[config.mk]
export PLATFORM = sky130hd
export DESIGN_NAME = cgc_top
export DESIGN_NICKNAME = d
export VERILOG_FILES = /design/src/hdl/cgc_pkg.sv /design/src/hdl/cgc_top.sv /design/src/hdl/cgc_delay.sv /design/src/hdl/cgc_idle_check.sv
export SDC_FILE = /design/constraint.sdc
export NUM_CORES = 1
export LEC_CHECK = 0
export BUFFER_PORTS_ARGS = -buffer_cell sky130_fd_sc_hd__buf_4
export CAP_MARGIN = 20
export CORE_MARGIN = 8
export CORE_UTILIZATION = 41
export CTS_BUF_LIST = sky130_fd_sc_hd__clkbuf_16
export DETAILED_ROUTE_END_ITERATION = 16
export HOLD_SLACK_MARGIN = 0.06
export PLACE_DENSITY = 0.69
export SLEW_MARGIN = 20
export SYNTH_ARGS = -nofsm -noshare
export SYNTH_HDL_FRONTEND = slang
export SYNTH_SLANG_ARGS = --single-unit
[constraint.sdc]
create_clock -name clk -period 6.2 [get_ports clk]
set_clock_uncertainty 0.15 [all_clocks]
set_input_delay 0.93 -clock clk [delete_from_list [all_inputs] [get_ports clk]]
set_output_delay 0.93 -clock clk [all_outputs]
set_load 0.005 [all_outputs]
[src/hdl/cgc_pkg.sv]
// package for the processor and peripheral clock gating controller
// assumes a 32-bit classic wishbone register bus on the system clock
package cgc_pkg;

   // register indexes, byte address is four times the index
   localparam logic [15:0] CGC_IDX_IDLE_CONFIGURATION  = 16'h0001;
   localparam logic [15:0] CGC_IDX_IDLE_STATUS         = 16'h0002;
   localparam logic [15:0] CGC_IDX_PERIPHERAL_GATE_ONE = 16'h1c02;
   localparam logic [15:0] CGC_IDX_EVENT_STATUS        = 16'h1c40;
   localparam logic [15:0] CGC_IDX_CONTROL             = 16'h1c41;

   // reset values
   localparam logic [15:0] CGC_RST_IDLE_CONFIGURATION  = 16'h0000;
   localparam logic [15:0] CGC_RST_IDLE_STATUS         = 16'h0000;
   localparam logic [15:0] CGC_RST_PERIPHERAL_GATE_ONE = 16'h0000;

   // idle configuration field positions
   localparam int CGC_BIT_ACCEL = 9;
   localparam int CGC_BIT_FETCH = 8;
   localparam int CGC_BIT_MEM   = 7;
   localparam int CGC_BIT_IO    = 6;
   localparam int CGC_BIT_DATA  = 5;
   localparam int CGC_CFG_HI    = 4;
   localparam int CGC_CFG_LO    = 1;
   localparam int CGC_BIT_CORE  = 0;
   localparam logic [3:0]  CGC_CFG_FULL       = 4'hf;
   localparam logic [15:0] CGC_IDLE_WR_MASK   = 16'h03ff;
   localparam logic [15:0] CGC_STATUS_MASK    = 16'h03e1;
   localparam logic [15:0] CGC_WAKE_CLR_MASK  = 16'h01e1;

   // peripheral gate one field positions
   localparam int CGC_BIT_SYSTEM_CLOCK_DIS = 15;
   localparam int CGC_BIT_PG_RSVD    = 5;
   localparam logic [15:0] CGC_PG_WR_MASK = 16'hffdf;

   // gating takes effect within this many system clocks
   localparam int CGC_PG_DELAY_CYC = 6;
   localparam int CGC_PG_PIPE      = 3;

   // bus answer codes
   localparam logic [31:0] CGC_UNMAPPED_DATA = 32'h0000_0000;

   // idle instruction request, wake interrupt and emulator attached flag from the core
   typedef struct packed {
      logic        req;
      logic        wake_irq;
      logic        emu_attached;
   } cgc_core_s;

   // gate outputs of the processor domain
   typedef struct packed {
      logic        accel;
      logic        fetch_port;
      logic        mem_port;
      logic        io_port;
      logic        data_port;
      logic        core;
   } cgc_gate_s;

   typedef enum logic [2:0] {
      CGC_ST_IDLE = 3'b001,
      CGC_ST_ACK  = 3'b010,
      CGC_ST_DONE = 3'b100
   } cgc_bus_e;

endpackage

[src/hdl/cgc_top.sv]
// processor-domain idle and peripheral clock gating controller
// assumes a classic wishbone master and the core idle pulse on clk
//
// Register access over Wishbone was decided locally.
`timescale 1ns/100ps
// Notes on behaviour
// - idle copies configuration to status, gates clocks
// - bit 9 idles the accelerator
// - bit 8 idles the fetch port
// - bit 7 idles the memory port
// - bit 6 idles the io port
// - bit 5 idles the data port
// - bit 0 idles the core
// - status reports idle state, bits 4:1 zero
// - ports without full field: bus error, no change
// - fetch, io or data port bits without core bit: bus error
// - emulator attached ignores idle requests
// - gated peripherals keep their state
// - peripheral gating applies within six clocks
// - gate register: bit15 system_clock, bit5 reserved zero
// - gate bit one stops, zero runs
// - system_clock disable holds until wake pin high
module cgc_top
   import cgc_pkg::*;
(
   // clock and reset
   input  wire logic               clk,
   input  wire logic               rstn,
   // wishbone slave
   input  wire logic               wb_cyc_i,
   input  wire logic               wb_stb_i,
   input  wire logic               wb_we_i,
   input  wire logic [17:0]        wb_adr_i,
   input  wire logic [3:0]         wb_sel_i,
   input  wire logic [31:0]        wb_dat_i,
   output logic      [31:0]        wb_dat_o,
   output logic                    wb_ack_o,
   output logic                    wb_err_o,
   // core side
   input  wire cgc_pkg::cgc_core_s core_i,
   input  wire logic               wakeup_pin,
   output logic                    bus_error_flag,
   // gate outputs, one means stopped
   output cgc_pkg::cgc_gate_s      cpu_gate_o,
   output logic      [14:0]        periph_gate_o,
   output logic                    system_clock_stop
);
   import cgc_pkg::*;

   ////////////////////////////////////////////////////////////////////////////
   // registers
   logic [15:0] idle_configuration_r;
   logic [15:0] idle_status_r;
   logic [15:0] peripheral_gate_one_r;
   logic        system_clock_stopped_r;
   logic        err_seen_r;
   logic        emu_ignore_r;
   logic        bus_error_r;
   cgc_bus_e    bus_st_r;
   logic [31:0] rd_nxt;
   logic [15:0] adr_idx;
   logic        hit;
   logic        wr_go;
   logic        wr_lo;
   logic        wr_hi;
   logic        idle_bad;
   logic [15:0] gate_delayed;
   logic        idle_take;
   logic        wake_take;
   logic        err_clr;
   logic        sel_cfg;
   logic        sel_st;
   logic        sel_pg;
   logic        sel_evt;
   logic        sel_ctl;
   logic        bus_req;
   logic        bus_take;
   logic        wr_cfg;
   logic        wr_pg;
   logic        idle_reject;
   logic [15:0] idle_status_nxt;
   logic [15:0] pg_nxt;
   logic        system_clock_stop_nxt;

   // address decode, one select per register
   assign adr_idx = wb_adr_i[17:2];
   assign sel_cfg = (adr_idx == CGC_IDX_IDLE_CONFIGURATION);
   assign sel_st  = (adr_idx == CGC_IDX_IDLE_STATUS);
   assign sel_pg  = (adr_idx == CGC_IDX_PERIPHERAL_GATE_ONE);
   assign sel_evt = (adr_idx == CGC_IDX_EVENT_STATUS);
   assign sel_ctl = (adr_idx == CGC_IDX_CONTROL);
   assign hit     = sel_cfg || sel_st || sel_pg || sel_evt || sel_ctl;

   // a request is taken only while the handshake is idle
   assign bus_req  = wb_cyc_i && wb_stb_i;
   assign bus_take = (bus_st_r == CGC_ST_IDLE) && bus_req;
   assign wr_go    = bus_take && wb_we_i && hit;
   assign wr_cfg   = wr_go && sel_cfg;
   assign wr_pg    = wr_go && sel_pg;
   assign wr_lo = wb_sel_i[0];
   assign wr_hi = wb_sel_i[1];

   ////////////////////////////////////////////////////////////////////////////
   // bus handshake, one wait cycle then ack for one cycle
   always_ff @(posedge clk) begin
      if (!rstn) begin
         bus_st_r <= CGC_ST_IDLE;
      end else begin
         case (bus_st_r)
            CGC_ST_IDLE: begin
               if (bus_req) begin
                  bus_st_r <= CGC_ST_ACK;
               end
            end
            CGC_ST_ACK: begin
               bus_st_r <= CGC_ST_DONE;
            end
            CGC_ST_DONE: begin
               if (!bus_req) begin
                  bus_st_r <= CGC_ST_IDLE;
               end
            end
            default: begin
               bus_st_r <= CGC_ST_IDLE;
            end
         endcase
      end
   end

   // ack for a mapped index, one cycle
   always_ff @(posedge clk) begin
      if (!rstn) begin
         wb_ack_o <= 1'b0;
      end else begin
         wb_ack_o <= bus_take && hit;
      end
   end

   // err for an unmapped index, one cycle
   always_ff @(posedge clk) begin
      if (!rstn) begin
         wb_err_o <= 1'b0;
      end else begin
         wb_err_o <= bus_take && !hit;
      end
   end

   // read data, held until the next access
   always_ff @(posedge clk) begin
      if (!rstn) begin
         wb_dat_o <= 32'h0000_0000;
      end else if (bus_take) begin
         wb_dat_o <= hit ? rd_nxt : CGC_UNMAPPED_DATA;
      end
   end

   ////////////////////////////////////////////////////////////////////////////
   // read mux
   always_comb begin
      rd_nxt = 32'h0000_0000;
      case (adr_idx)
         CGC_IDX_IDLE_CONFIGURATION:  rd_nxt[15:0] = idle_configuration_r;
         CGC_IDX_IDLE_STATUS:         rd_nxt[15:0] = idle_status_r & CGC_STATUS_MASK;
         CGC_IDX_PERIPHERAL_GATE_ONE: rd_nxt[15:0] = peripheral_gate_one_r;
         CGC_IDX_EVENT_STATUS:        rd_nxt[1:0]  = {system_clock_stopped_r, err_seen_r};
         CGC_IDX_CONTROL:             rd_nxt[0]    = emu_ignore_r;
         default:                     rd_nxt = 32'h0000_0000;
      endcase
   end

   ////////////////////////////////////////////////////////////////////////////
   // idle configuration register
   always_ff @(posedge clk) begin
      if (!rstn) begin
         idle_configuration_r <= CGC_RST_IDLE_CONFIGURATION;
      end else if (wr_cfg) begin
         if (wr_lo) begin
            idle_configuration_r[7:0] <= wb_dat_i[7:0];
         end
         if (wr_hi) begin
            idle_configuration_r[15:8] <= wb_dat_i[15:8] & CGC_IDLE_WR_MASK[15:8];
         end
      end
   end

   // emulator override enable, software may turn it off
   always_ff @(posedge clk) begin
      if (!rstn) begin
         emu_ignore_r <= 1'b1;
      end else if (wr_go && wr_lo && (adr_idx == CGC_IDX_CONTROL)) begin
         emu_ignore_r <= wb_dat_i[0];
      end
   end

   ////////////////////////////////////////////////////////////////////////////
   // idle instruction handling
   cgc_idle_check u_check (
      .cfg (idle_configuration_r),
      .bad (idle_bad)
   );

   assign idle_take = core_i.req && !(core_i.emu_attached && emu_ignore_r);
   assign wake_take = core_i.wake_irq && idle_status_r[CGC_BIT_CORE];

   assign idle_reject = idle_take && idle_bad;

   always_comb begin
      idle_status_nxt = idle_status_r;
      if (idle_take && !idle_bad) begin
         idle_status_nxt = idle_configuration_r & CGC_STATUS_MASK;
      end else if (wake_take) begin
         idle_status_nxt = idle_status_r & ~CGC_WAKE_CLR_MASK;
      end
   end

   always_ff @(posedge clk) begin
      if (!rstn) begin
         idle_status_r <= CGC_RST_IDLE_STATUS;
      end else begin
         idle_status_r <= idle_status_nxt;
      end
   end

   always_ff @(posedge clk) begin
      if (!rstn) begin
         bus_error_r <= 1'b0;
      end else begin
         bus_error_r <= idle_reject;
      end
   end

   // sticky copy, set wins over write-one clear
   assign err_clr = wr_go && wr_lo && (adr_idx == CGC_IDX_EVENT_STATUS) && wb_dat_i[0];
   always_ff @(posedge clk) begin
      if (!rstn) begin
         err_seen_r <= 1'b0;
      end else if (idle_reject) begin
         err_seen_r <= 1'b1;
      end else if (err_clr) begin
         err_seen_r <= 1'b0;
      end
   end

   always_ff @(posedge clk) begin
      if (!rstn) begin
         cpu_gate_o <= '0;
      end else begin
         cpu_gate_o.accel      <= idle_status_r[CGC_BIT_ACCEL];
         cpu_gate_o.fetch_port <= idle_status_r[CGC_BIT_FETCH];
         cpu_gate_o.mem_port   <= idle_status_r[CGC_BIT_MEM];
         cpu_gate_o.io_port    <= idle_status_r[CGC_BIT_IO];
         cpu_gate_o.data_port  <= idle_status_r[CGC_BIT_DATA];
         cpu_gate_o.core       <= idle_status_r[CGC_BIT_CORE];
      end
   end

   ////////////////////////////////////////////////////////////////////////////
   // peripheral gate one register
   always_comb begin
      pg_nxt = peripheral_gate_one_r;
      if (wr_pg) begin
         if (wr_lo) begin
            pg_nxt[7:0] = wb_dat_i[7:0] & CGC_PG_WR_MASK[7:0];
         end
         if (wr_hi) begin
            pg_nxt[15:8] = wb_dat_i[15:8];
         end
      end
      pg_nxt[CGC_BIT_PG_RSVD] = 1'b0;
   end

   always_ff @(posedge clk) begin
      if (!rstn) begin
         peripheral_gate_one_r <= CGC_RST_PERIPHERAL_GATE_ONE;
      end else begin
         peripheral_gate_one_r <= pg_nxt;
      end
   end

   cgc_delay #(
      .WIDTH (16),
      .DEPTH (CGC_PG_PIPE)
   ) u_pg_delay (
      .clk  (clk),
      .rstn (rstn),
      .d    (peripheral_gate_one_r),
      .q    (gate_delayed)
   );

   // one stops the clock, state kept
   always_ff @(posedge clk) begin
      if (!rstn) begin
         periph_gate_o <= 15'h0000;
      end else begin
         periph_gate_o <= gate_delayed[14:0];
      end
   end

   // system clock stop while wake pin low
   assign system_clock_stop_nxt = gate_delayed[CGC_BIT_SYSTEM_CLOCK_DIS] && !wakeup_pin;

   // status copy for software
   always_ff @(posedge clk) begin
      if (!rstn) begin
         system_clock_stopped_r <= 1'b0;
      end else begin
         system_clock_stopped_r <= system_clock_stop_nxt;
      end
   end

   // pin toward the clock generator
   always_ff @(posedge clk) begin
      if (!rstn) begin
         system_clock_stop <= 1'b0;
      end else begin
         system_clock_stop <= system_clock_stop_nxt;
      end
   end

   assign bus_error_flag = bus_error_r;
endmodule

[src/hdl/cgc_delay.sv]
// fixed-latency pipeline for one control vector
// assumes a single clock and synchronous active low reset
`timescale 1ns/100ps
module cgc_delay #(
   parameter int WIDTH = 16,
   parameter int DEPTH = 3
) (
   // clock and reset
   input  wire logic             clk,
   input  wire logic             rstn,
   // data
   input  wire logic [WIDTH-1:0] d,
   output logic      [WIDTH-1:0] q
);
   logic [WIDTH-1:0] stage_r [DEPTH];

   always_ff @(posedge clk) begin
      if (!rstn) begin
         for (int i = 0; i < DEPTH; i++) begin
            stage_r[i] <= '0;
         end
      end else begin
         stage_r[0] <= d;
         for (int i = 1; i < DEPTH; i++) begin
            stage_r[i] <= stage_r[i-1];
         end
      end
   end

   assign q = stage_r[DEPTH-1];
endmodule

[src/hdl/cgc_idle_check.sv]
// checks an idle request against the allowed combinations
// assumes the configuration word is stable during the idle instruction
`timescale 1ns/100ps
module cgc_idle_check (
   // configuration in
   input  wire logic [15:0] cfg,
   // verdict
   output logic             bad
);
   import cgc_pkg::*;
   logic any_port;
   logic core_port;

   assign any_port  = cfg[CGC_BIT_FETCH] | cfg[CGC_BIT_MEM] | cfg[CGC_BIT_IO]
                    | cfg[CGC_BIT_DATA];
   assign core_port = cfg[CGC_BIT_FETCH] | cfg[CGC_BIT_IO] | cfg[CGC_BIT_DATA];
   assign bad = (any_port && (cfg[CGC_CFG_HI:CGC_CFG_LO] != CGC_CFG_FULL))
              || (core_port && !cfg[CGC_BIT_CORE]);
endmodule

Yosys cells after proc, flatten, opt, wreduce, memory -nomap -nowiden
Memories as Yosys holds them, arrays and structs flattened.
Cells that the tools add are included.
Word-level totals
  register bits after elaboration: 94
  RAM bits: 48
  input port bits: 63
  output and inout bits: 57
  logic and storage cells: 95
  memories kept: 1
Memory list
  u_pg_delay.stage_r: words 3, width 16, read ports 3, clocked after memory_dff 0, wr ports 3, RTL line cgc_delay.sv:15  | logic [WIDTH-1:0] stage_r [DEPTH];
Cells by class
  equality and inequality tests: 11
  muxes and demuxes: 16
  bitwise gates (word level): 8
  reduce and logical (&&, ||, !) cells: 37
Operators with widths (number)
  $mux 16: 4
  $eq 16x13->1 const B: 3
  $pmux 14 s3: 1
  $logic_and 1x1->1: 20
  $eq 16x1->1 const B: 1
  $eq 16x2->1 const B: 1
  $mux 10: 1
  $reduce_and 2->1: 5
  $mux 9: 1
  $pmux 3 s3: 1
  $or 1x1->1: 8
  $mux 3: 2
  $logic_not 1->1: 5
  $logic_or 1x1->1: 5
  $pmux 1 s5: 1
  $mux 1: 4
  $ne 2x2->1 const B: 2
  $ne 4x4->1 const B: 1
  $reduce_bool 2->1: 2
  $eq 3x1->1 const B: 1
  $eq 3x2->1 const B: 1
  $eq 3x3->1 const B: 1
  $pmux 1 s3: 1

Depth between registers and ports, before layout
Gate-level depths: netlist (run 1).
  depth after elaboration: 11
  mapped depth: 6
  gate-level depth less buffers: 5

Hierarchy
From an unflattened synthesis (run 1), not the netlist that was laid out.
Unflattened totals
  cell total of the unflattened synthesis: 419
  area total of the unflattened synthesis: 4501.8 um^2
Modules (own cells, without submodules)
  cgc_top: instances 1, cells each 297, area each 3016.6 um^2, seq. area each 1541.5 um^2
  cgc_delay: instances 1, cells each 117, area each 1451.4 um^2, seq. area each 960.9 um^2
  cgc_idle_check: instances 1, cells each 5, area each 33.8 um^2, seq. area each 0.0 um^2

Worst setup path after synthesis (run 1)
No wires, ideal clock.
  path type: input -> register
  start: input wb_adr_i[7]
  end: register wb_dat_o[8]
  library setup time: 0.069 ns
  arrival time: 2.787 ns
  data required time: 5.981 ns
  slack: 3.194 ns
  cell stages on the path: 6
  buffers on the path: 1
  path through: or4_1 -> or4_4 -> buf_6 -> nor4_4 -> a222oi_1 -> o21ai_1
Between the ends
  cells in the longest elaborated chain, start to end: 6
  elaborated cells between the ends (all ways): 11
  classes of those cells: 5 x eq/ne; 2 x mux; 4 x reduce/logical
Ends and longest elaborated chain
  start: declaration: RTL line cgc_top.sv:33  | input wire logic [17:0] wb_adr_i,
  $eq 16x1->1 / $eq 16x2->1 (equally long branches): RTL line cgc_top.sv:87, cgc_top.sv:161, cgc_top.sv:88
  $logic_or 1x1->1 (4 in a row): RTL line cgc_top.sv:92  | assign hit = sel_cfg || sel_st || sel_pg || sel_evt || sel_ctl;
  $mux 16 (*): RTL line cgc_top.sv:153  | wb_dat_o <= hit ? rd_nxt : CGC_UNMAPPED_DATA;
  end signal: assignment: RTL line cgc_top.sv:153
  end: declaration: RTL line cgc_top.sv:36  | output logic [31:0] wb_dat_o,
Every way passes the cells marked *; elsewhere a longest branch is shown, timed or not.
A chain may end at the register's enable or synchronous reset.

Final worst setup path (run 1)
  start: input wb_adr_i[5]
  end: register peripheral_gate_one_r[6]
Between the ends
  cells in the longest elaborated chain, start to end: 8
  elaborated cells between the ends (all ways): 12
  classes of those cells: 5 x eq/ne; 7 x reduce/logical
Ends and longest elaborated chain
  $eq 16x1->1 / $eq 16x2->1 (equally long branches): RTL line cgc_top.sv:87, cgc_top.sv:88
  $logic_or 1x1->1 (4 in a row): RTL line cgc_top.sv:92
  $logic_and 1x1->1: RTL line cgc_top.sv:97  | assign wr_go = bus_take && wb_we_i && hit;
  $logic_and 1x1->1 (*): RTL line cgc_top.sv:99  | assign wr_pg = wr_go && sel_pg;
  $reduce_and 2->1 (no source line) (*)
  end signal: assignment: RTL line cgc_top.sv:276  | peripheral_gate_one_r <= pg_nxt;
  end: declaration: RTL line cgc_top.sv:54  | logic [15:0] peripheral_gate_one_r;
Marks and branches as above.

==> results of run 1 <==
## flip-flops by register name, indices dropped and copies added, names as in the netlist
register and flops:
wb_err_o 1, system_clock_stop 1, u_pg_delay.stage_r 45, wb_ack_o 1
emu_ignore_r 1, periph_gate_o 14, bus_st_r 3, cpu_gate_o 6
idle_configuration_r 10, idle_status_r 6, peripheral_gate_one_r 15, err_seen_r 1
bus_error_flag 1, wb_dat_o 16
## per-layer routing
metal	vias up	track usage (%)	routed length, um
li1	1517	-	-
met1	1317	16.2	4150
met2	101	19.5	4090
met3	11	6.24	676
met4	0	5.76	102
met5	-	0	0
## where the power goes
group	internal [mW]	leakage, nW	total, mW	switching, mW
sequential	0.779	0.974	0.779	0.000547
combinational	0.0252	1.18	0.0534	0.0282
clock	0.632	0.289	0.975	0.344
## cell type report
type | instances | area share [%]
flip-flops and latches | 121 | 43.8
multi-input cells | 261 | 30.7
repair buffers | 82 | 11.1
clock buffers | 17 | 7.70
clock inverters | 15 | 3.17
well taps | 136 | 3.08
inverters | 5 | 0.340
## cell usage in the layout, fill, tap and decap left out, types with 3 or more instances in the layout
cell,count
and2_1,65
mux2i_1,27
o21ai_1,10
nor2b_1,26
a21boi_0,7
nand3b_1,3
nand4_1,3
nand3_1,13
bufinv_16,3
buf_4,82
nor2_1,6
nand2_1,27
nor4_1,3
conb_1,17
clkinv_4,4
inv_1,5
a21oi_1,4
clkbuf_16,17
dfxtp_1,121
a22oi_1,6
o21ai_0,6
## per-stage QoR
stage / utilization (%) / hold WS (ps)
2_1_floorplan: - / 256
3_3_place_gp: 48.1 / 259
3_5_place_dp: 48.1 / 268
4_1_cts: 54.0 / 277
5_1_grt: 54.0 / 276
6_report: 54.0 / 274
## path summary, 6_finish.rpt
check | cells past startpoint | end | slack, ps | startpoint
setup / recovery | 6 | peripheral_gate_one_r[6] | 3170 | wb_adr_i[5]
hold / removal | 1 | u_pg_delay.stage_r[0][32] | 270 | u_pg_delay.stage_r[0][16]
setup reg to reg | 5 | wb_dat_o[8] | 3920 | bus_st_r[1]
hold reg to reg | 1 | u_pg_delay.stage_r[0][32] | 270 | u_pg_delay.stage_r[0][16]
## logic make-up (layout without fill, tap and decap cells)
family | after synthesis | in the layout | share of synthesized area [%]
and+or+nand+nor | 173 | 173 | 25.0
DFF | 121 | 121 | 56.8
AOI/OAI and AO/OA | 44 | 44 | 6.83
buffers and inverters | 37 | 119 | 4.93
muxes | 27 | 27 | 6.33
other | 1 | 17 | 0.0879
==> impl_metrics.env, run 1 <==
export IMPL_cts_buffers=17
export IMPL_clock_sinks=121
export IMPL_wl_per_cell_um=14.2
export IMPL_synthTopCellsByArea="dfxtp_1 57%, and2_1 9.5%, mux2i_1 6.3%"
export IMPL_slowest_delay_ps=690
export IMPL_slew_violations=0
export IMPL_syn_area_um2=4270
export IMPL_clkLatencyLatePin_ps=400
export IMPL_setup_slack_ps=3170
export IMPL_synthMostInstantiatedCell="dfxtp_1"
export IMPL_drtIter0Drc=158
export IMPL_synthCells=403
export IMPL_cp_data_arrival_time_ps=3160
export IMPL_dp_hpwl_um=6340
export IMPL_die_w_um=118
export IMPL_grt_setup_unrepaired="false"
export IMPL_areaGrowthSynthToFinish_pct=29.5
export IMPL_portBuffers=82
export IMPL_cp_start_kind="input port"
export IMPL_nets=551
export IMPL_cp_max_fo=9
export IMPL_worstSetupPathType="in2reg"
export IMPL_std_cell_rows=37
export IMPL_drtAntennaViolNets=0
export IMPL_core_area_um2=10200
export IMPL_clkTransAtPathRegs_ps=50
export IMPL_vias=2946
export IMPL_dpl_cell_count=605
export IMPL_hold_viol_final=0
export IMPL_final_area_um2=5530
export IMPL_layout_drive_gt1_share_pct=25.0
export IMPL_cts_buffer_depth=2
export IMPL_p_per_area_nw_per_um2=327
export IMPL_synthTopCellsByCount="121 x dfxtp_1, 65 x and2_1, 27 x mux2i_1, 27 x nand2_1, 26 x nor2b_1"
export IMPL_first_pass_iters=4
export IMPL_seq_area_um2=2420
export IMPL_gp_congestion=0.823
export IMPL_cts_hold_buf=0
export IMPL_track_usage_pct=13.2
export IMPL_yosysWarningCount=0
export IMPL_async_flop_share_pct=0
export IMPL_required_ps=6340
export IMPL_postCtsSetupBuffers=0
export IMPL_yosysSeqAreaShare_pct=56.8
export IMPL_tightest_slew_ps=1020
export IMPL_wl_um=9020
export IMPL_total_power_mw=1.81
export IMPL_num_io_pins=120
export IMPL_grt_antenna_before_repair=0
export IMPL_ctsResizeCount=0
export IMPL_routed_via_density=4.62
export IMPL_cts_tree="yes"
export IMPL_power_leakage_nw=2.45
export IMPL_vdd_ir_drop_max_v=0.000170
export IMPL_synth_edff_count=0
export IMPL_path_delay_family="simple AND/OR/NAND/NOR gates"
export IMPL_fin_cells=637
export IMPL_fp_dieH_um=118
export IMPL_fmax_mhz=330
export IMPL_htree_levels=4
export IMPL_status="complete, no violations"
export IMPL_max_slew_margin_pct=31.3
export IMPL_worst_setup_path_end_kind="flop"
export IMPL_crit_chain="buf_4 > or4b_2 > nor4_4 > nand2_1 > mux2i_1 > nor2b_1"
export IMPL_crit_buf_inv=1
export IMPL_period_minus_slack_ps=3030
export IMPL_ctsRootBufferMaster="clkbuf_16"
export IMPL_critical_path_slowest_cell="or4b_2"
export IMPL_fin_tns_setup_ps=0
export IMPL_ys_flop_type="dfxtp_1"
export IMPL_grt_pass1_vias=2911
export IMPL_setup_viol=0
export IMPL_dieArea_um2=13900
export IMPL_start_util_pct=41.7
export IMPL_synth_top_area_share_pct=56.8
export IMPL_multi_input_area_um2=1700
export IMPL_synth_avg_cell_area_um2=10.6
export IMPL_antenna_cells=0
export IMPL_drcViolationCount=0
export IMPL_fill_cells=881
export IMPL_worstHoldPathType="reg2reg"
export IMPL_synth_cell_types=43
export IMPL_post_route_period_util_pct=48.8
export IMPL_postPlaceCellArea_um2=4920
export IMPL_cap_viol_max_count=0
export IMPL_grt_pass1_wl_um=14700
export IMPL_pre_cts_ws_ps=2810
export IMPL_grt_ovfl_total=0
export IMPL_synth_seq_cells=121
export IMPL_grt_max_degree=111
export IMPL_yosysTopAreaCell="dfxtp_1"
No activity file was read; power rests on OpenSTA's default activity.
==> run 2, diff against run 1 <==
==> constraint.sdc (replaced) <==
create_clock -name clk -period 3.02 [get_ports clk]
set_clock_uncertainty 0.15 [all_clocks]
set_input_delay 0.453 -clock clk [delete_from_list [all_inputs] [get_ports clk]]
set_output_delay 0.453 -clock clk [all_outputs]
set_load 0.005 [all_outputs]
==> impl_metrics.env, run 2 (synthesis results as in run 1) <==
export IMPL_status="complete, no violations"
export IMPL_top_usage_layer="met2"
export IMPL_vias=2999
export IMPL_core_area_um2=10200
export IMPL_wl_um=9110
export IMPL_slew_violations=0
export IMPL_clkLatencyLatePin_ps=400
export IMPL_setup_viol=0
export IMPL_layout_drive_gt1_share_pct=24.6
export IMPL_antenna_cells=0
export IMPL_worst_setup_path_end_kind="flop"
export IMPL_cp_max_fo=8
export IMPL_reg2reg_slack_ps=1020
export IMPL_required_ps=3200
export IMPL_htree_levels=4
export IMPL_p_comb_share_pct=2.9
export IMPL_cp_data_arrival_time_ps=2470
export IMPL_intPower_mw=3.09
export IMPL_grt_ovfl_total=0
export IMPL_pre_cts_ws_ps=336
export IMPL_post_route_period_util_pct=75.7
export IMPL_cts_buffers=17
export IMPL_switching_power_mw=0.713
export IMPL_p_per_area_nw_per_um2=680
export IMPL_grt_use_met2_pct=19.0
export IMPL_period_minus_slack_ps=2290
export IMPL_portBuffers=82
export IMPL_cts_hold_buf=0
export IMPL_grt_pass1_vias=2936
export IMPL_fp_dieH_um=118
export IMPL_regMostFlops="u_pg_delay.stage_r"
export IMPL_hold_viol_final=0
export IMPL_grt_setup_unrepaired="false"
export IMPL_cap_viol_max_count=0
export IMPL_nets=558
export IMPL_std_cell_rows=37
export IMPL_dp_hpwl_um=6420
export IMPL_use_met1_pct=16.4
export IMPL_rr_startpoint="bus_st_r[1]"
export IMPL_r2r_end="wb_dat_o[5]"
export IMPL_fill_cells=884
export IMPL_dieArea_um2=13900
export IMPL_drtAntennaViolNets=0
export IMPL_drtIter0Drc=228
export IMPL_routed_via_density=4.66
export IMPL_gp_congestion=0.843
export IMPL_holdWs_ps=157
export IMPL_first_pass_iters=4
export IMPL_vdd_ir_drop_max_v=0.000359
export IMPL_reg_top3="u_pg_delay.stage_r: 45 flops, wb_dat_o: 16 flops, peripheral_gate_one_r: 15 flops"
export IMPL_grt_antenna_before_repair=0
export IMPL_critical_path_startpoint="wb_adr_i[7]"
export IMPL_power_leakage_nw=2.51
export IMPL_cts_tree="yes"
export IMPL_num_io_pins=120
export IMPL_start_util_pct=41.7
export IMPL_tightest_slew_ps=731
export IMPL_die_w_um=118
export IMPL_grt_pass1_wl_um=14700
export IMPL_drcViolationCount=0
export IMPL_ctsRootBufferMaster="clkbuf_16"
export IMPL_largest_register_ffs=45
export IMPL_cts_buffer_depth=2
export IMPL_postCtsSetupBuffers=0
export IMPL_sequentialPowerShare_pct=42.1
export IMPL_fin_tns_setup_ps=0
export IMPL_worstSetupPathType="in2reg"
export IMPL_wl_per_cell_um=14.1
export IMPL_clock_sinks=121
export IMPL_max_slew_margin_pct=51.2
export IMPL_final_common_cell="dfxtp_1"
export IMPL_mostFrequentLayoutCells="121 x dfxtp_1, 89 x buf_4, 65 x and2_1"
export IMPL_p_clk_share_pct=54.9
export IMPL_grtUsageMet3_pct=6.24
export IMPL_worstHoldPathType="in2reg"
export IMPL_clkTransAtPathRegs_ps=50
export IMPL_fmax_mhz=437
export IMPL_track_usage_pct=13.2
export IMPL_switching_share_pct=18.7
export IMPL_cp_start_kind="input port"
export IMPL_setup_slack_ps=733
export IMPL_crit_end="wb_dat_o[7]"
export IMPL_grt_max_degree=68
export IMPL_rr_worst_depth=6
export IMPL_areaGrowthSynthToFinish_pct=31.1
export IMPL_ctsResizeCount=0
export IMPL_hp_start="wb_dat_i[5]"
## run 2: how the worst min path moves through the flow
stage                     cells past startpoint                   endpoint
after floorplan                               1  u_pg_delay.stage_r[0][28]
after global placement                        1  u_pg_delay.stage_r[0][28]
after detailed placement                      1  u_pg_delay.stage_r[0][28]
after CTS                                     3    idle_configuration_r[5]
after global routing                          3  peripheral_gate_one_r[12]
final                                         3    idle_configuration_r[5]
## run 2: worst max-delay path, cell delays in order
cell	delay (ps)
buf_4	100
or4_1	620
or4_4	530
nor4_4	280
buf_4	220
a222oi_1	120
o21ai_1	150
## run 2: stage by stage
| step | instances | power [mW] | utilization (%) | cell area [um2] |
|---|---|---|---|---|
| after CTS | 644 | 3.83 | 54.7 | 5590 |
| after global routing | 644 | 3.91 | 54.7 | 5590 |
| after global placement | 612 | 1.74 | 48.6 | 4970 |
| final | 644 | 3.80 | 54.7 | 5590 |
| after detailed placement | 612 | 1.74 | 48.6 | 4970 |
| after floorplan | 419 | 1.70 | - | 4330 |
## run 2: power by group through the flow
stage	clock network, mW	registers [mW]	logic (mW)
final	2.09	1.60	0.112
after global routing	2.19	1.60	0.123
after CTS	2.12	1.60	0.111
after detailed placement	0	1.63	0.111
after global placement	0	1.63	0.108
after floorplan	0	1.63	0.0650
## run 2: cell type report
| class | instances | area, um2 | area share, % |
|---|---|---|---|
| clock buffer | 17 | 425 | 7.61 |
| tap | 136 | 170 | 3.04 |
| clock inverter | 15 | 193 | 3.45 |
| inverter | 5 | 18.8 | 0.336 |
| multi-input combinational | 261 | 1690 | 30.3 |
| sequential | 121 | 2420 | 43.3 |
| timing repair buffer | 89 | 668 | 11.9 |
## run 2: layer usage
| layer | share of wire, % | vias to the layer above |
|---|---|---|
| met1 | 48 | 1329 |
| met5 | 0 | - |
| met3 | 7.9 | 10 |
| li1 | - | 1523 |
| met2 | 43 | 137 |
| met4 | 1.5 | 0 |
==> run 3, diff against run 2 <==
--- a/config.mk
+++ b/config.mk
@@ -12,7 +12,7 @@
 export CTS_BUF_LIST = sky130_fd_sc_hd__clkbuf_16
 export DETAILED_ROUTE_END_ITERATION = 16
 export HOLD_SLACK_MARGIN = 0.06
-export PLACE_DENSITY = 0.69
+export PLACE_DENSITY = 0.72
 export SLEW_MARGIN = 20
 export SYNTH_ARGS = -nofsm -noshare
 export SYNTH_HDL_FRONTEND = slang
==> constraint.sdc (replaced) <==
create_clock -name clk -period 2 [get_ports clk]
set_clock_uncertainty 0.15 [all_clocks]
set_input_delay 0.3 -clock clk [delete_from_list [all_inputs] [get_ports clk]]
set_output_delay 0.3 -clock clk [all_outputs]
set_load 0.005 [all_outputs]
==> impl_metrics.env, run 3 (synthesis results as in run 1) <==
export IMPL_status="complete, no violations"
export IMPL_nets=599
export IMPL_fp_dieH_um=118
export IMPL_die_w_um=118
export IMPL_worst_setup_path_end_kind="flop"
export IMPL_rr_worst_depth=6
export IMPL_gp_congestion=0.869
export IMPL_core_area_um2=10200
export IMPL_grt_max_degree=66
export IMPL_whs_path_depth=3
export IMPL_layout_drive_gt1_share_pct=27.7
export IMPL_wl_per_cell_um=14.4
export IMPL_cp_start_kind="input port"
export IMPL_areaGrowthSynthToFinish_pct=37.6
export IMPL_drtIter0Drc=218
export IMPL_p_comb_share_pct=4.4
export IMPL_routed_via_density=4.63
export IMPL_critPathMostFrequentCell="or4_4"
export IMPL_setup_viol=0
export IMPL_fin_tns_setup_ps=0
export IMPL_grt_ovfl_total=0
export IMPL_portBuffers=82
export IMPL_hp_start="core_i[0]"
export IMPL_cp_max_fo=6
export IMPL_required_ps=2170
export IMPL_grt_setup_unrepaired="false"
export IMPL_hold_viol_final=0
export IMPL_regMostFlops="u_pg_delay.stage_r"
export IMPL_drcViolationCount=0
export IMPL_min_to="bus_error_flag"
export IMPL_pre_cts_ws_ps=-400
export IMPL_std_cell_rows=37
export IMPL_crit_chain="buf_4 > or4_4 > or4_4 > or3_4 > o21ai_1"
export IMPL_post_route_period_util_pct=96.9
export IMPL_clock_sinks=121
export IMPL_grt_pass1_wl_um=15800
export IMPL_largest_register_ffs=45
export IMPL_vdd_ir_drop_max_v=0.000456
export IMPL_mostFrequentLayoutCells="121 x dfxtp_1, 111 x buf_4, 65 x and2_1"
export IMPL_cap_viol_max_count=0
export IMPL_slew_violations=0
export IMPL_r2r_end="peripheral_gate_one_r[12]"
export IMPL_power_leakage_nw=2.66
export IMPL_rr_startpoint="bus_st_r[1]"
export IMPL_worstHoldPathType="in2reg"
export IMPL_grt_antenna_before_repair=0
export IMPL_track_usage_pct=14.1
export IMPL_cts_buffers=17
export IMPL_start_util_pct=41.7
export IMPL_fill_cells=843
export IMPL_switching_power_mw=1.05
export IMPL_ctsRootBufferMaster="clkbuf_16"
export IMPL_setup_slack_ps=62.8
export IMPL_intPower_mw=4.18
export IMPL_wl_um=9770
export IMPL_cp_data_arrival_time_ps=2110
export IMPL_slowest_delay_ps=570
export IMPL_p_clk_share_pct=49.3
export IMPL_switching_share_pct=20.1
export IMPL_worstSetupPathType="in2reg"
export IMPL_clkTransAtPathRegs_ps=50
export IMPL_vias=3150
export IMPL_p_per_area_nw_per_um2=890
export IMPL_period_minus_slack_ps=1940
export IMPL_clkLatencyLatePin_ps=400
export IMPL_first_pass_iters=6
export IMPL_htree_levels=4
export IMPL_dp_hpwl_um=6890
export IMPL_final_common_cell="dfxtp_1"
export IMPL_total_power_mw=5.23
export IMPL_drtAntennaViolNets=0
export IMPL_reg_top3="u_pg_delay.stage_r: 45 flops, wb_dat_o: 16 flops, peripheral_gate_one_r: 15 flops"
export IMPL_reg2reg_slack_ps=220
export IMPL_fmax_mhz=516
export IMPL_num_io_pins=120
export IMPL_cts_buffer_depth=2
export IMPL_antenna_cells=0
export IMPL_dieArea_um2=13900
export IMPL_cts_tree="yes"
export IMPL_critical_path_slowest_cell="or4_4"
export IMPL_grt_pass1_vias=3154
export IMPL_sequentialPowerShare_pct=46.3
-- run 3: power groups by stage --
stage	sequential, mW	clock (mW)	combinational [mW]
after floorplan	2.47	0	0.100
after global placement	2.47	0	0.190
after detailed placement	2.47	0	0.195
after CTS	2.42	2.63	0.226
after global routing	2.42	2.75	0.248
final	2.42	2.58	0.228
-- run 3: final cells by class --
| type | count | area, um2 | share of cell area, % |
|---|---|---|---|
| clock inverters | 11 | 72.6 | 1.24 |
| clock buffers | 17 | 425 | 7.25 |
| repair buffers | 130 | 1020 | 17.4 |
| multi-input cells | 261 | 1740 | 29.6 |
| inverters | 5 | 18.8 | 0.320 |
| well taps | 136 | 170 | 2.90 |
| flip-flops and latches | 121 | 2420 | 41.3 |
-- run 3: worst max-delay path, delay by kind of cell --
| family | cells | cell delay, ps |
|---|---|---|
| AND/OR/NAND/NOR | 3 | 1530 |
| buffers and inverters | 1 | 110 |
| AO/OA/AOI/OAI | 1 | 170 |
-- run 3: repair_timing --
action / CTS / global route
hold buffers: 19 / 0
endpoints found under the hold margin: 28 / 0
setup endpoints to repair: 0 / 17
resized for setup: 0 / 3
setup buffers: 0 / 0
-- run 3: stage by stage --
stage / std cells / util (%) / hold WS, ps / area, um2
final: 681 / 57.4 / 174 / 5870
after global routing: 681 / 57.4 / 173 / 5870
after CTS: 681 / 57.2 / 152 / 5850
after detailed placement: 634 / 50.5 / 267 / 5160
after global placement: 634 / 50.5 / 259 / 5160
after floorplan: 419 / - / 256 / 4350
-- run 3: how the worst max path moves through the flow --
stage / from / to / cells after the start
floorplan: wb_adr_i[10] / wb_dat_o[8] / 6
global placement: wb_adr_i[10] / idle_configuration_r[2] / 8
detailed placement: wb_adr_i[10] / wb_dat_o[9] / 7
CTS: wb_adr_i[10] / wb_dat_o[8] / 7
global route: wb_adr_i[7] / peripheral_gate_one_r[12] / 8
finish: wb_adr_i[7] / wb_dat_o[8] / 5
-- run 3: layer usage --
metal / share of wire [%] / vias to the layer above / GRT usage [%]
met3: 6.9 / 9 / 5.04
met1: 45 / 1421 / 17.1
met5: 0 / - / 0
met4: 1.4 / 0 / 7.77
li1: - / 1603 / -
met2: 46 / 117 / 21.2
